File: src/sram_page_defines.svh
// Constants for the SRAM page extension logic
`ifndef SRAM_PAGE_DEFINES_SVH
`define SRAM_PAGE_DEFINES_SVH

// Widths
`define PAGE_W 3
`define OFF_W 8
`define PHYS_W 11
`define REG_AW 8
`define REG_DW 8

// Register offsets
`define CURRENT_PAGE_OFF 8'hD0
`define STACK_PAGE_OFF 8'hD1
`define INDEX_PAGE_OFF 8'hD3
`define BLOCK_READ_PAGE_OFF 8'hD4
`define BLOCK_WRITE_PAGE_OFF 8'hD5
`define LAST_PAGE_OFF 8'hF6
`define FLAGS_OFF 8'hF7

// Flag fields
`define MODE_HI 7
`define MODE_LO 6

// Reset values
`define FLAGS_RST 8'h00
`define PAGE_RST 3'h0
`define DATA_ZERO 8'h00

// Page select modes for indexed accesses
`define MODE_FORCE0 2'h0
`define MODE_INDEX 2'h2

`endif

File: src/sram_page_pkg.sv
// Types for the SRAM page extension logic
`default_nettype none
package sram_page_pkg;
    typedef enum logic [2:0] {
        ACC_NORMAL,
        ACC_STACK,
        ACC_MOVE_PTR,
        ACC_MOVE_READ,
        ACC_MOVE_WRITE,
        ACC_INDEXED
    } access_class_type;
endpackage
`default_nettype wire

File: src/page_ctrl_if.sv
// Page pointers and mode bits shared between page modules
`include "sram_page_defines.svh"
`default_nettype none
interface page_ctrl_if;
    logic [1:0] mode;
    logic [`PAGE_W-1:0] cur;
    logic [`PAGE_W-1:0] stk;
    logic [`PAGE_W-1:0] idx;
    logic [`PAGE_W-1:0] brd;
    logic [`PAGE_W-1:0] bwr;
    modport ctrl (output mode, cur, stk, idx, brd, bwr);
    modport sel (input mode, cur, stk, idx, brd, bwr);
endinterface
`default_nettype wire

File: src/page_flags.sv
// Flag register with interrupt clear and return restore
`include "sram_page_defines.svh"
`default_nettype none
module page_flags (
    // Clock and reset
    input wire logic mclk,
    input wire logic resetn,
    // Software write
    input wire logic sw_we,
    input wire logic [`REG_DW-1:0] sw_wdata,
    // Interrupt entry and return
    input wire logic irq_entry,
    input wire logic return_from_isr,
    input wire logic [`REG_DW-1:0] return_flags,
    // Flag value
    output logic [`REG_DW-1:0] flags
);
    logic [`REG_DW-1:0] next_flags;

    // Entry beats return, return beats software
    always_comb begin
        next_flags = flags;
        if (irq_entry) begin
            next_flags = `FLAGS_RST;
        end else if (return_from_isr) begin
            next_flags = return_flags;
        end else if (sw_we) begin
            next_flags = sw_wdata;
        end
    end

    always_ff @(posedge mclk or negedge resetn) begin
        if (!resetn) begin
            flags <= `FLAGS_RST;
        end else begin
            flags <= next_flags;
        end
    end
endmodule
`default_nettype wire

File: src/page_mux.sv
// Page source selection for one SRAM access
`include "sram_page_defines.svh"
`default_nettype none
module page_mux (
    // Pointer and mode state
    page_ctrl_if.sel pc,
    // Access in flight
    input wire sram_page_pkg::access_class_type acc_class,
    input wire logic [`OFF_W-1:0] acc_offset,
    // Physical address
    output logic [`PHYS_W-1:0] phys_addr
);
    function automatic logic [`PAGE_W-1:0] page_of(
        input sram_page_pkg::access_class_type cls,
        input logic [1:0] mode,
        input logic [`PAGE_W-1:0] cur,
        input logic [`PAGE_W-1:0] stk,
        input logic [`PAGE_W-1:0] idx,
        input logic [`PAGE_W-1:0] brd,
        input logic [`PAGE_W-1:0] bwr
    );
        logic [`PAGE_W-1:0] pg;
        pg = `PAGE_RST;
        case (cls)
            sram_page_pkg::ACC_STACK: begin
                pg = stk;
            end
            sram_page_pkg::ACC_MOVE_READ: begin
                pg = brd;
            end
            sram_page_pkg::ACC_MOVE_WRITE: begin
                pg = bwr;
            end
            sram_page_pkg::ACC_INDEXED: begin
                case (mode)
                    `MODE_FORCE0: pg = `PAGE_RST;
                    `MODE_INDEX: pg = idx;
                    default: pg = stk;
                endcase
            end
            default: begin
                pg = mode[1] ? cur : `PAGE_RST;
            end
        endcase
        return pg;
    endfunction

    always_comb begin
        phys_addr = {page_of(acc_class, pc.mode, pc.cur, pc.stk,
            pc.idx, pc.brd, pc.bwr), acc_offset};
    end
endmodule
`default_nettype wire

File: src/sram_page_select.sv
// Top of the SRAM page extension logic for an 8-bit CPU
`include "sram_page_defines.svh"
`default_nettype none
module sram_page_select #(
    parameter int PAGE_W = `PAGE_W,
    parameter int OFF_W = `OFF_W
) (
    // Clock and reset
    input wire logic mclk,
    input wire logic resetn,
    // Register port
    input wire logic [`REG_AW-1:0] reg_addr,
    input wire logic [`REG_DW-1:0] reg_wdata,
    input wire logic reg_wr,
    input wire logic reg_rd,
    output logic [`REG_DW-1:0] reg_rdata,
    // CPU access request
    input wire logic cpu_req,
    input wire sram_page_pkg::access_class_type cpu_class,
    input wire logic [OFF_W-1:0] cpu_offset,
    input wire logic cpu_we,
    input wire logic [`REG_DW-1:0] cpu_wdata,
    // Interrupt entry and return
    input wire logic irq_entry,
    input wire logic [OFF_W-1:0] irq_stack_ptr,
    input wire logic return_from_isr,
    input wire logic [`REG_DW-1:0] return_flags,
    // Flag view
    output logic [`REG_DW-1:0] flags_out,
    // SRAM side
    output logic mem_req,
    output logic mem_we,
    output logic [PAGE_W+OFF_W-1:0] mem_addr,
    output logic [`REG_DW-1:0] mem_wdata
);
    page_ctrl_if pc ();

    logic [PAGE_W-1:0] current_page_ptr;
    logic [PAGE_W-1:0] stack_page_ptr;
    logic [PAGE_W-1:0] index_page_ptr;
    logic [PAGE_W-1:0] block_read_page_ptr;
    logic [PAGE_W-1:0] block_write_page_ptr;
    logic [PAGE_W-1:0] last_page;
    logic [PAGE_W-1:0] next_current_page_ptr;
    logic [PAGE_W-1:0] next_stack_page_ptr;
    logic [PAGE_W-1:0] next_index_page_ptr;
    logic [PAGE_W-1:0] next_block_read_page_ptr;
    logic [PAGE_W-1:0] next_block_write_page_ptr;
    logic [PAGE_W-1:0] next_last_page;
    logic [`REG_DW-1:0] next_reg_rdata;
    logic next_mem_req;
    logic next_mem_we;
    logic [PAGE_W+OFF_W-1:0] next_mem_addr;
    logic [`REG_DW-1:0] next_mem_wdata;
    logic [PAGE_W+OFF_W-1:0] phys_addr;
    logic [1:0] page_select_bits;
    logic flags_we;

    function automatic logic [`REG_DW-1:0] page_word(
        input logic [PAGE_W-1:0] pg
    );
        return {{(`REG_DW-PAGE_W){1'b0}}, pg};
    endfunction

    // Shared pointer and mode view
    assign page_select_bits = flags_out[`MODE_HI:`MODE_LO];
    assign pc.mode = page_select_bits;
    assign pc.cur = current_page_ptr;
    assign pc.stk = stack_page_ptr;
    assign pc.idx = index_page_ptr;
    assign pc.brd = block_read_page_ptr;
    assign pc.bwr = block_write_page_ptr;
    assign flags_we = reg_wr && (reg_addr == `FLAGS_OFF);

    page_flags u_flags (
        .mclk(mclk),
        .resetn(resetn),
        .sw_we(flags_we),
        .sw_wdata(reg_wdata),
        .irq_entry(irq_entry),
        .return_from_isr(return_from_isr),
        .return_flags(return_flags),
        .flags(flags_out)
    );

    page_mux u_mux (
        .pc(pc),
        .acc_class(cpu_class),
        .acc_offset(cpu_offset),
        .phys_addr(phys_addr)
    );

    // Pointer register writes, low bits kept
    always_comb begin
        next_current_page_ptr = current_page_ptr;
        next_stack_page_ptr = stack_page_ptr;
        next_index_page_ptr = index_page_ptr;
        next_block_read_page_ptr = block_read_page_ptr;
        next_block_write_page_ptr = block_write_page_ptr;
        if (reg_wr) begin
            case (reg_addr)
                `CURRENT_PAGE_OFF: begin
                    next_current_page_ptr = reg_wdata[PAGE_W-1:0];
                end
                `STACK_PAGE_OFF: begin
                    next_stack_page_ptr = reg_wdata[PAGE_W-1:0];
                end
                `INDEX_PAGE_OFF: begin
                    next_index_page_ptr = reg_wdata[PAGE_W-1:0];
                end
                `BLOCK_READ_PAGE_OFF: begin
                    next_block_read_page_ptr = reg_wdata[PAGE_W-1:0];
                end
                `BLOCK_WRITE_PAGE_OFF: begin
                    next_block_write_page_ptr = reg_wdata[PAGE_W-1:0];
                end
                default: begin
                end
            endcase
        end
    end

    // Read data for one cycle after the strobe
    always_comb begin
        next_reg_rdata = `DATA_ZERO;
        if (reg_rd) begin
            case (reg_addr)
                `CURRENT_PAGE_OFF: begin
                    next_reg_rdata = page_word(current_page_ptr);
                end
                `STACK_PAGE_OFF: next_reg_rdata = page_word(stack_page_ptr);
                `INDEX_PAGE_OFF: next_reg_rdata = page_word(index_page_ptr);
                `BLOCK_READ_PAGE_OFF: begin
                    next_reg_rdata = page_word(block_read_page_ptr);
                end
                `BLOCK_WRITE_PAGE_OFF: begin
                    next_reg_rdata = page_word(block_write_page_ptr);
                end
                `LAST_PAGE_OFF: next_reg_rdata = page_word(last_page);
                `FLAGS_OFF: next_reg_rdata = flags_out;
                default: next_reg_rdata = `DATA_ZERO;
            endcase
        end
    end

    // SRAM access issue, interrupt push first
    always_comb begin
        next_mem_req = 1'b0;
        next_mem_we = 1'b0;
        next_mem_addr = mem_addr;
        next_mem_wdata = mem_wdata;
        if (irq_entry) begin
            next_mem_req = 1'b1;
            next_mem_we = 1'b1;
            next_mem_addr = {stack_page_ptr, irq_stack_ptr};
            next_mem_wdata = flags_out;
        end else if (cpu_req) begin
            next_mem_req = 1'b1;
            next_mem_we = cpu_we;
            next_mem_addr = phys_addr;
            next_mem_wdata = cpu_wdata;
        end
        next_last_page = next_mem_req ?
            next_mem_addr[PAGE_W+OFF_W-1:OFF_W] : last_page;
    end

    always_ff @(posedge mclk or negedge resetn) begin
        if (!resetn) begin
            current_page_ptr <= `PAGE_RST;
            stack_page_ptr <= `PAGE_RST;
            index_page_ptr <= `PAGE_RST;
            block_read_page_ptr <= `PAGE_RST;
            block_write_page_ptr <= `PAGE_RST;
            last_page <= `PAGE_RST;
            reg_rdata <= `DATA_ZERO;
            mem_req <= 1'b0;
            mem_we <= 1'b0;
            mem_addr <= {(PAGE_W+OFF_W){1'b0}};
            mem_wdata <= `DATA_ZERO;
        end else begin
            current_page_ptr <= next_current_page_ptr;
            stack_page_ptr <= next_stack_page_ptr;
            index_page_ptr <= next_index_page_ptr;
            block_read_page_ptr <= next_block_read_page_ptr;
            block_write_page_ptr <= next_block_write_page_ptr;
            last_page <= next_last_page;
            reg_rdata <= next_reg_rdata;
            mem_req <= next_mem_req;
            mem_we <= next_mem_we;
            mem_addr <= next_mem_addr;
            mem_wdata <= next_mem_wdata;
        end
    end
endmodule
`default_nettype wire

File: config.mk
export PLATFORM = sky130hd
export DESIGN_NAME = sram_page_select
export DESIGN_NICKNAME = d
export VERILOG_FILES = /design/src/sram_page_pkg.sv /design/src/page_ctrl_if.sv /design/src/page_flags.sv /design/src/page_mux.sv /design/src/sram_page_select.sv
export VERILOG_INCLUDE_DIRS = /design/src
export SDC_FILE = /design/constraint.sdc
export NUM_CORES = 1
export LEC_CHECK = 0
export BUFFER_PORTS_ARGS = -buffer_cell sky130_fd_sc_hd__buf_2
export CAP_MARGIN = 20
export CORE_MARGIN = 2
export CORE_UTILIZATION = 50
export CTS_BUF_LIST = sky130_fd_sc_hd__clkbuf_2
export CTS_CLUSTER_DIAMETER = 40
export DETAILED_ROUTE_END_ITERATION = 7
export GPL_TIMING_DRIVEN = 1
export PLACE_DENSITY = 0.88
export RECOVER_POWER = 25
export SYNTH_ARGS = -nofsm -noshare
export SYNTH_HDL_FRONTEND = slang
export SYNTH_SLANG_ARGS = --single-unit
export TNS_END_PERCENT = 5
File: constraint.sdc
create_clock -name mclk -period 1.5 [get_ports mclk]
set_input_delay 0.15 -clock mclk [delete_from_list [all_inputs] [get_ports mclk]]
set_output_delay 0.15 -clock mclk [all_outputs]
set_load 0.02 [all_outputs]
# Word level (Yosys, flattened, before mapping)
# Cells that the tools add are included.
[totals]
register_bits = 55
latchBits = 0
mem_bits_rw = 0
romBits = 0
input_bits = 59
output_inout_bits = 37
wordCells = 50
mem_count = 0
[op_classes]
n_addsub = 0
multipliers = 0
n_div = 0
order_cmp = 0
eq_ne = 12
n_shift = 0
n_mux = 16
bitwise = 0
reduce_logical = 9
[op_table]
columns = ["cell", "count"]
rows = [
  ["8-bit equality test (second input constant)", 7],
  ["8-bit case mux with 7 select lines", 1],
  ["8-bit two-way mux", 6],
  ["11-bit two-way mux", 2],
  ["3-bit case mux with 4 select lines", 1],
  ["2-bit AND reduction", 5],
  ["3-bit equality test (second input constant)", 2],
  ["3-bit case mux with 2 select lines", 1],
  ["1-bit two-way mux", 4],
  ["3-bit by 1-bit equality test with 1-bit output (second input constant)", 1],
  ["3-bit by 2-bit equality test with 1-bit output (second input constant)", 1],
  ["3-bit two-way mux", 1],
  ["3-bit nonzero test", 1],
  ["2-bit equality test (second input constant)", 1],
  ["2-bit logical NOT", 1],
  ["2-bit nonzero test", 1],
  ["1-bit logical AND", 1],
]

# Depth between registers and ports, before layout
# Gate-level depths: netlist of run 1.
[depth]
ltp_word = 5
depth_mapped = 6
ltp_nobuf = 4

# By module
# Synthesis of run 1 repeated with hierarchy kept, for this count alone.
[unflattened]
hier_cells = 252
area_unflattened_um2 = 2797.7
[by_module_without_submodules]
columns = ["mod", "instances", "cells_per_inst", "area_each_um2", "seq_area_each_um2"]
rows = [
  ["sram_page_select", 1, 180, 2148.3, 1176.1],
  ["page_flags", 1, 35, 409.1, 200.2],
  ["page_mux", 1, 37, 240.2, 0.0],
]

# Least setup slack after synthesis of run 1
# No wires, ideal clock.
[synth_timing]
kind = "input-to-reg"
startpoint = "input reg_addr[3]"
endpoint = "register stack_page_ptr[0] (netlist: pc.stk[0])"
setup_time_ns = 0.125
t_arrival_ns = 1.234
required_time_ns = 1.375
path_slack_ns = 0.142
stages = 5
path_buffers = 1
cell_sequence = "and4b_1 > buf_4 > nor3b_4 > nand4b_1 > mux2_2"
[synth_via]
elab_chain_cells = 2
[synth_rtl]
columns = ["element", "line_no", "source"]
rows = [
  ["start: declaration", "sram_page_select.sv:12", "input wire logic [`REG_AW-1:0] reg_addr,"],
  ["8-bit equality test", "sram_page_select.sv:101", "case (reg_addr)"],
  ["2-bit AND reduction (no source line)", "n/a", ""],
  ["end signal: assignment", "sram_page_select.sv:170", "stack_page_ptr <= `PAGE_RST;"],
  ["end signal: assignment", "sram_page_select.sv:182", "stack_page_ptr <= next_stack_page_ptr;"],
  ["end: declaration", "sram_page_select.sv:39", "logic [PAGE_W-1:0] stack_page_ptr;"],
]
# Every way passes these cells.
# A chain may end at the register's enable or synchronous reset.

# Worst setup path in the final report of run 1
[layout_timing]
startpoint = "register stack_page_ptr[0] (netlist: pc.stk[0])"
endpoint = "register last_page[0]"
[layout_via]
elab_chain_cells = 4
[layout_rtl]
columns = ["element", "line_no", "source"]
rows = [
  ["3-bit case mux with 2 select lines", "page_mux.sv:35", "case (mode)"],
  ["3-bit case mux with 4 select lines", "page_mux.sv:24", "case (cls)"],
  ["11-bit two-way mux", "sram_page_select.sv:157", "end else if (cpu_req) begin"],
  ["11-bit two-way mux (*)", "sram_page_select.sv:152", "if (irq_entry) begin"],
  ["end signal: assignment", "sram_page_select.sv:174", "last_page <= `PAGE_RST;"],
  ["end signal: assignment", "sram_page_select.sv:186", "last_page <= next_last_page;"],
  ["end: declaration", "sram_page_select.sv:43", "logic [PAGE_W-1:0] last_page;"],
]
# Mark *: on every way between the ends. The rest lies on a longest branch, timed or not. The select of a mux whose other input is x is not followed.

==> flow_summary.yaml, run 1 <==
timing:
  relSlewSlack: 0.214
  setup_violations: 2
  fin_ws_ns: -0.0289
  fin_skew_ns: 0.0375
  min_period_ns: 1.53
  fin_setup_tns_ns: -0.0462
  maxSlewViolCount: 0
  worst_slew_pin_slew_ns: 1.18
  period_share: 1.02
  hold_viol_final: 0
  fmax_ghz: 0.654
logic_synthesis:
  ys_warn_count: 0
  synthAdderAreaFrac: 0
  synthTopCellsByArea: "dfrtp_1 (51%), mux2i_1 (7.0%), mux2_2 (6.3%)"
  synth_area_um2: 2700
  ys_async_sr_fraction: 1.00
  netlist.area_leader.share: 0.509
  synth_common_cells: "dfrtp_1 (55), nor3_1 (23), nand2_1 (22)"
  synthCells: 256
  synth-compound-area-share: 0.108
  synth_xor_area_frac: 0
  ys_seq_elements: 55
  yosysSeqAreaShare: 0.509
  synth-edff-count: 0
  synthMuxAreaShare: 0.133
  synth.most_common_cell: "dfrtp_1"
  synth_top_family_by_area: "simple AND/OR/NAND/NOR gates"
  synthFlopType: "dfrtp_1"
  synth_top_cell_by_area: "dfrtp_1"
  synth_fp_nets: 315
  ys_types: 34
  synthSimpleGateAreaFrac: 0.219
  avgSynthCellArea_um2: 10.6
worst_hold_path:
  worstHoldEndpoint: "mem_we"
  min_path_cells: 3
  min_from: "irq_entry"
  hp-class: "primary input to flop"
critical_path:
  crit_chain: "mux2i_1, o211ai_1, a221oi_1, nor3_1"
  cp.buffers_inverters: 0
  crit_path_start_kind: "flop"
  reg2reg_to: "last_page[0]"
  cp.depth: 4
  critPathMaxStageDelay_ns: 0.53
  crit_arrival_ns: 1.89
  cp-end-kind: "flop"
  required_ns: 1.86
  r2r_cells: 4
  worstSetupPathType: "flop to flop"
  r2r-start: "pc.stk[0]"
  rrSetupSlack_ns: -0.03
  cp_max_fo: 5
  path_delay_family: "compound AO/OA/AOI/OAI gates"
  slowest_stage: "dfrtp_1"
clock_network:
  clock_latency_ns: 0.49
  cts_tree: "done"
  path_clk_slew_ns: 0.32
  numCtsBuffers: 5
  cts-root-buf: "clkbuf_2"
  cts_sinks: 55
  ctsHtreeMaxLevel: 2
  cts_buffer_depth: 2
layout:
  layout.area.seq_um2: 1380
  fin_area_um2: 3740
  fillCellCount: 336
  multiInputGateArea_um2: 1240
  syn2layout_area_growth_pct: 38.4
  post-route-util: 0.723
  layout-drive-gt1-share: 0.333
  nets: 451
placement:
  dp_hpwl_um: 5190
  placed_cell_area_um2: 3260
  port_buffers: 95
  gp_congestion: 0.931
pwr:
  p_leak_nw: 1.84
  power_density_nw_per_um2: 790
  max-vdd-ir-drop_uv: 396
  p_total_mw: 2.95
floorplanning:
  start_util: 0.522
  die-area_um2: 6010
  die_h_um: 77.5
  rows: 26
  io_pins: 96
  core_region_area_um2: 5170
  die_w_um: 77.5
grt:
  track_usage: 0.284
  grt_max_degree: 56
  grt_overflow_total: 0
  antenna_found_initial: 1
  grt_busiest_layer: "met2"
  grtUsageMet3: 0.0605
  grt_pass1_vias: 2747
  grt_use_met2: 0.501
  grtUsageMet1: 0.317
  grt_first_pass_wirelength_um: 13200
routing:
  firstDrtPassIters: 5
  ant_nets: 0
  drt_iter0_drc: 247
  vias_per_cell: 5.81
  wire_per_inst_um: 18.4
  drc: 0
  route.vias.total: 2696
  routed_wl_um: 8560
outcome:
  violations: "setup timing"
  status: "finished, violations left"
job:
  cap_violations: 0
[per-stage QoR]
| stage | std cells | setup slack [ns] | hold slack [ns] |
|---|---|---|---|
| final | 464 | -0.0289 | 0.114 |
| after global routing | 464 | -0.0981 | 0.0972 |
| after CTS | 461 | 0.0364 | 0.0130 |
| after detailed placement | 411 | -0.0476 | 0.178 |
| after global placement | 411 | 0.0706 | 0.163 |
| after floorplan | 256 | 0.142 | -0.146 |
[worst max-delay path by stage]
stage	from	slack, ns	endpoint
finish	pc.stk[0]	-0.03	last_page[0]
floorplan	reg_addr[3]	0.14	pc.stk[0]
global placement	reg_addr[3]	0.07	pc.stk[1]
detailed placement	reg_addr[3]	-0.05	u_flags.flags[2]
global route	pc.stk[0]	-0.1	last_page[0]
CTS	reg_addr[3]	0.04	u_flags.flags[5]
[layout make-up]
type,instances,share of cell area
multi-input combinational,182,0.332
clock inverter,3,0.00736
clock buffer,5,0.00669
sequential,55,0.368
tap,70,0.0234
inverter,1,0.00100
antenna,1,0.000669
timing repair buffer,147,0.260
[power breakdown]
part           internal [mW]  total, mW  switching (mW)  leakage, nW
Sequential              1.58       1.65          0.0776        0.716
Combinational          0.299      0.647           0.348         1.09
Clock                  0.130      0.653           0.522       0.0311
[state kept, by name, summed over array words and instances, names as in the netlist]
name	cells
reg_rdata	8
mem_we	1
pc.stk	3
mem_wdata	8
block_read_page_ptr	3
last_page	3
block_write_page_ptr	3
index_page_ptr	3
current_page_ptr	3
mem_req	1
u_flags.flags	8
mem_addr	11
[placed cells by master (no fill, tap or decap), types with 3 or more instances in the layout]
| master | count |
|---|---|
| a21oi_1 | 4 |
| a221oi_1 | 3 |
| a222oi_1 | 3 |
| a22o_1 | 6 |
| a32o_1 | 3 |
| and2_1 | 6 |
| and3_1 | 3 |
| buf_2 | 96 |
| buf_4 | 7 |
| clkbuf_2 | 5 |
| dfrtp_1 | 54 |
| dlygate4sd3_1 | 44 |
| mux2_2 | 15 |
| mux2i_1 | 19 |
| nand2_1 | 22 |
| nand2b_1 | 3 |
| nand3_1 | 7 |
| nand4bb_1 | 3 |
| nor2_1 | 8 |
| nor2b_1 | 13 |
| nor3_1 | 23 |
| nor4_1 | 8 |
| o211ai_1 | 4 |
| o21ai_0 | 19 |
[cells by family after synthesis]
logic type,count (synthesis)
buf+inv,19
compound gates,43
mux,34
simple gates,105
flops,55
[per-layer routing]
layer | wire length, um | vias up | part of all wire
li1 | - | 1213 | -
met1 | 3120 | 1310 | 0.36
met2 | 4610 | 141 | 0.54
met3 | 514 | 32 | 0.060
met4 | 312 | 0 | 0.036
met5 | 0 | - | 0
[timing repair]
item	4_1_cts	5_1_grt
resized for setup	0	2
hold buffers	42	2
hold endpoints to repair	91	5
setup endpoints to repair	0	2
setup buffers	0	0
[tightest hold or removal path: cells and delay by family]
family                 cells  cell delay [ns]
buffers and inverters      2             0.32
AOI/OAI and AO/OA          1             0.13
Power figures use the tool's default switching activity.
==> inputs of run 2 (changes only) <==
--- a/config.mk
+++ b/config.mk
@@ -8,7 +8,6 @@
 export LEC_CHECK = 0
 export BUFFER_PORTS_ARGS = -buffer_cell sky130_fd_sc_hd__buf_2
 export CAP_MARGIN = 20
-export CORE_MARGIN = 2
 export CORE_UTILIZATION = 50
 export CTS_BUF_LIST = sky130_fd_sc_hd__clkbuf_2
 export CTS_CLUSTER_DIAMETER = 40
==> run 2 against run 1 <==
Against the previous run: clock skew is 0.0068 ns lower; die area is 5.1% lower; final cell count is 1.5% lower; largest cell class unchanged; maximum frequency is 7.1% higher; sequential share of layout area is 0.61 points higher; critical endpoint is now mem_addr[4]; design area is 1.7% lower; the flow now finishes without violations; worst setup slack better by 0.10 ns; critical path depth is 1 lower; sequential power hardly changed; largest power group unchanged.
==> flow_summary.yaml, run 2 (synthesized netlist as in run 1, its figures left out) <==
critical_path:
  crit_arrival_ns: 1.80
  path_delay_family: "buffers and inverters"
  cp-end-kind: "flop"
  crit_path_start_kind: "flop"
  worstSetupPathType: "flop to flop"
  cp.buffers_inverters: 1
  slowest_stage: "dlygate4sd3_1"
  required_ns: 1.87
  critPathMaxStageDelay_ns: 0.58
  rrSetupSlack_ns: 0.07
  crit_chain: "mux2i_1, o21ai_0, dlygate4sd3_1"
  cp_max_fo: 2
placement:
  dp_worst_setup_slack_ns: -0.0933
  port_buffers: 95
  dp_hpwl_um: 5080
  gp_congestion: 0.919
  placed_cell_area_um2: 3270
layout:
  fin_area_um2: 3680
  nets: 446
  largest_reg_flops: 11
  antenna_cells: 0
  syn2layout_area_growth_pct: 36.0
  final_cell_mix: "buf_2 (96), dfrtp_1 (55), dlygate4sd3_1 (37)"
  layout-drive-gt1-share: 0.339
  multiInputGateArea_um2: 1250
  layout.area.seq_um2: 1380
  layout_commonest_cell: "buf_2"
  regMostFlops: "mem_addr"
  fillCellCount: 353
floorplanning:
  die_h_um: 75.5
  die-area_um2: 5700
  die_w_um: 75.5
  core_region_area_um2: 5170
  io_pins: 96
  rows: 26
  start_util: 0.522
clock_network:
  numCtsBuffers: 5
  ctsHtreeMaxLevel: 2
  clock_latency_ns: 0.45
  cts_buffer_depth: 2
  cts_tree: "done"
  cts-root-buf: "clkbuf_2"
  path_clk_slew_ns: 0.26
  cts_sinks: 55
  cts_setup_buffers: 0
timing:
  fin_skew_ns: 0.0307
  min_period_ns: 1.43
  worst_slew_pin_slew_ns: 1.18
  fmax_ghz: 0.700
  maxSlewViolCount: 0
  period_share: 0.952
  fin_ws_ns: 0.0719
  finalHoldWorstSlack_ns: 0.0340
  relSlewSlack: 0.214
  setup_violations: 0
  fin_setup_tns_ns: 0
  hold_viol_final: 0
routing:
  vias_per_cell: 5.76
  drc: 0
  wire_per_inst_um: 17.0
  firstDrtPassIters: 6
  ant_nets: 0
  drt_iter0_drc: 203
  route.vias.total: 2634
  routed_wl_um: 7790
grt:
  track_usage: 0.289
  grt_first_pass_wirelength_um: 12100
  grt_overflow_total: 0
  grt_max_degree: 56
  antenna_found_initial: 0
  grt_pass1_vias: 2528
pwr:
  p_total_mw: 2.85
  max-vdd-ir-drop_uv: 348
  p_leak_nw: 1.82
  power_density_nw_per_um2: 774
worst_hold_path:
  hp-class: "primary input to flop"
job:
  cap_violations: 0
outcome:
  status: "complete, no violations"
-- run 2: final timing paths --
kind | startpoint | to | depth (start not counted)
worst max-delay path | mem_addr[4] | mem_addr[4] | 3
worst min-delay path | reg_wdata[5] | u_flags.flags[5] | 3
worst max register to register | mem_addr[4] | mem_addr[4] | 3
worst min register to register | u_flags.flags[3] | mem_wdata[3] | 2
max in group asynchronous | resetn | u_flags.flags[6] | 3
min in group asynchronous | resetn | reg_rdata[3] | 3
-- run 2: per-layer routing --
metal,wire [um],GRT usage
met5,0,0
met4,307,0.150
met3,555,0.0569
met2,3960,0.518
met1,2960,0.327
-- run 2: layout make-up --
class,count,share of cell area
Sequential cell,55,0.374
Clock buffer,5,0.00681
Multi-Input combinational cell,182,0.339
Tap cell,70,0.0238
Inverter,1,0.00102
Timing Repair Buffer,142,0.250
Clock inverter,2,0.00477
-- run 2: timing repair --
item	CTS	global route
setup endpoints to repair	0	2
hold buffers	33	4
hold endpoints to repair	80	5
gates resized for setup	0	1
-- run 2: power by group --
group | internal, mW | switching (mW) | leakage, nW
Sequential | 1.57 | 0.0749 | 0.718
Clock | 0.117 | 0.457 | 0.0294
Combinational | 0.288 | 0.336 | 1.08
-- run 2: worst min-delay path: stages --
cell and delay, ns:
buf_2 0.10, nor3_1 0.16, nor4_1 0.07
-- run 2: through the flow --
stage,utilization,cells
after floorplan,-,256
after global placement,0.633,413
after detailed placement,0.633,413
after CTS,0.705,453
after global routing,0.711,457
final,0.711,457
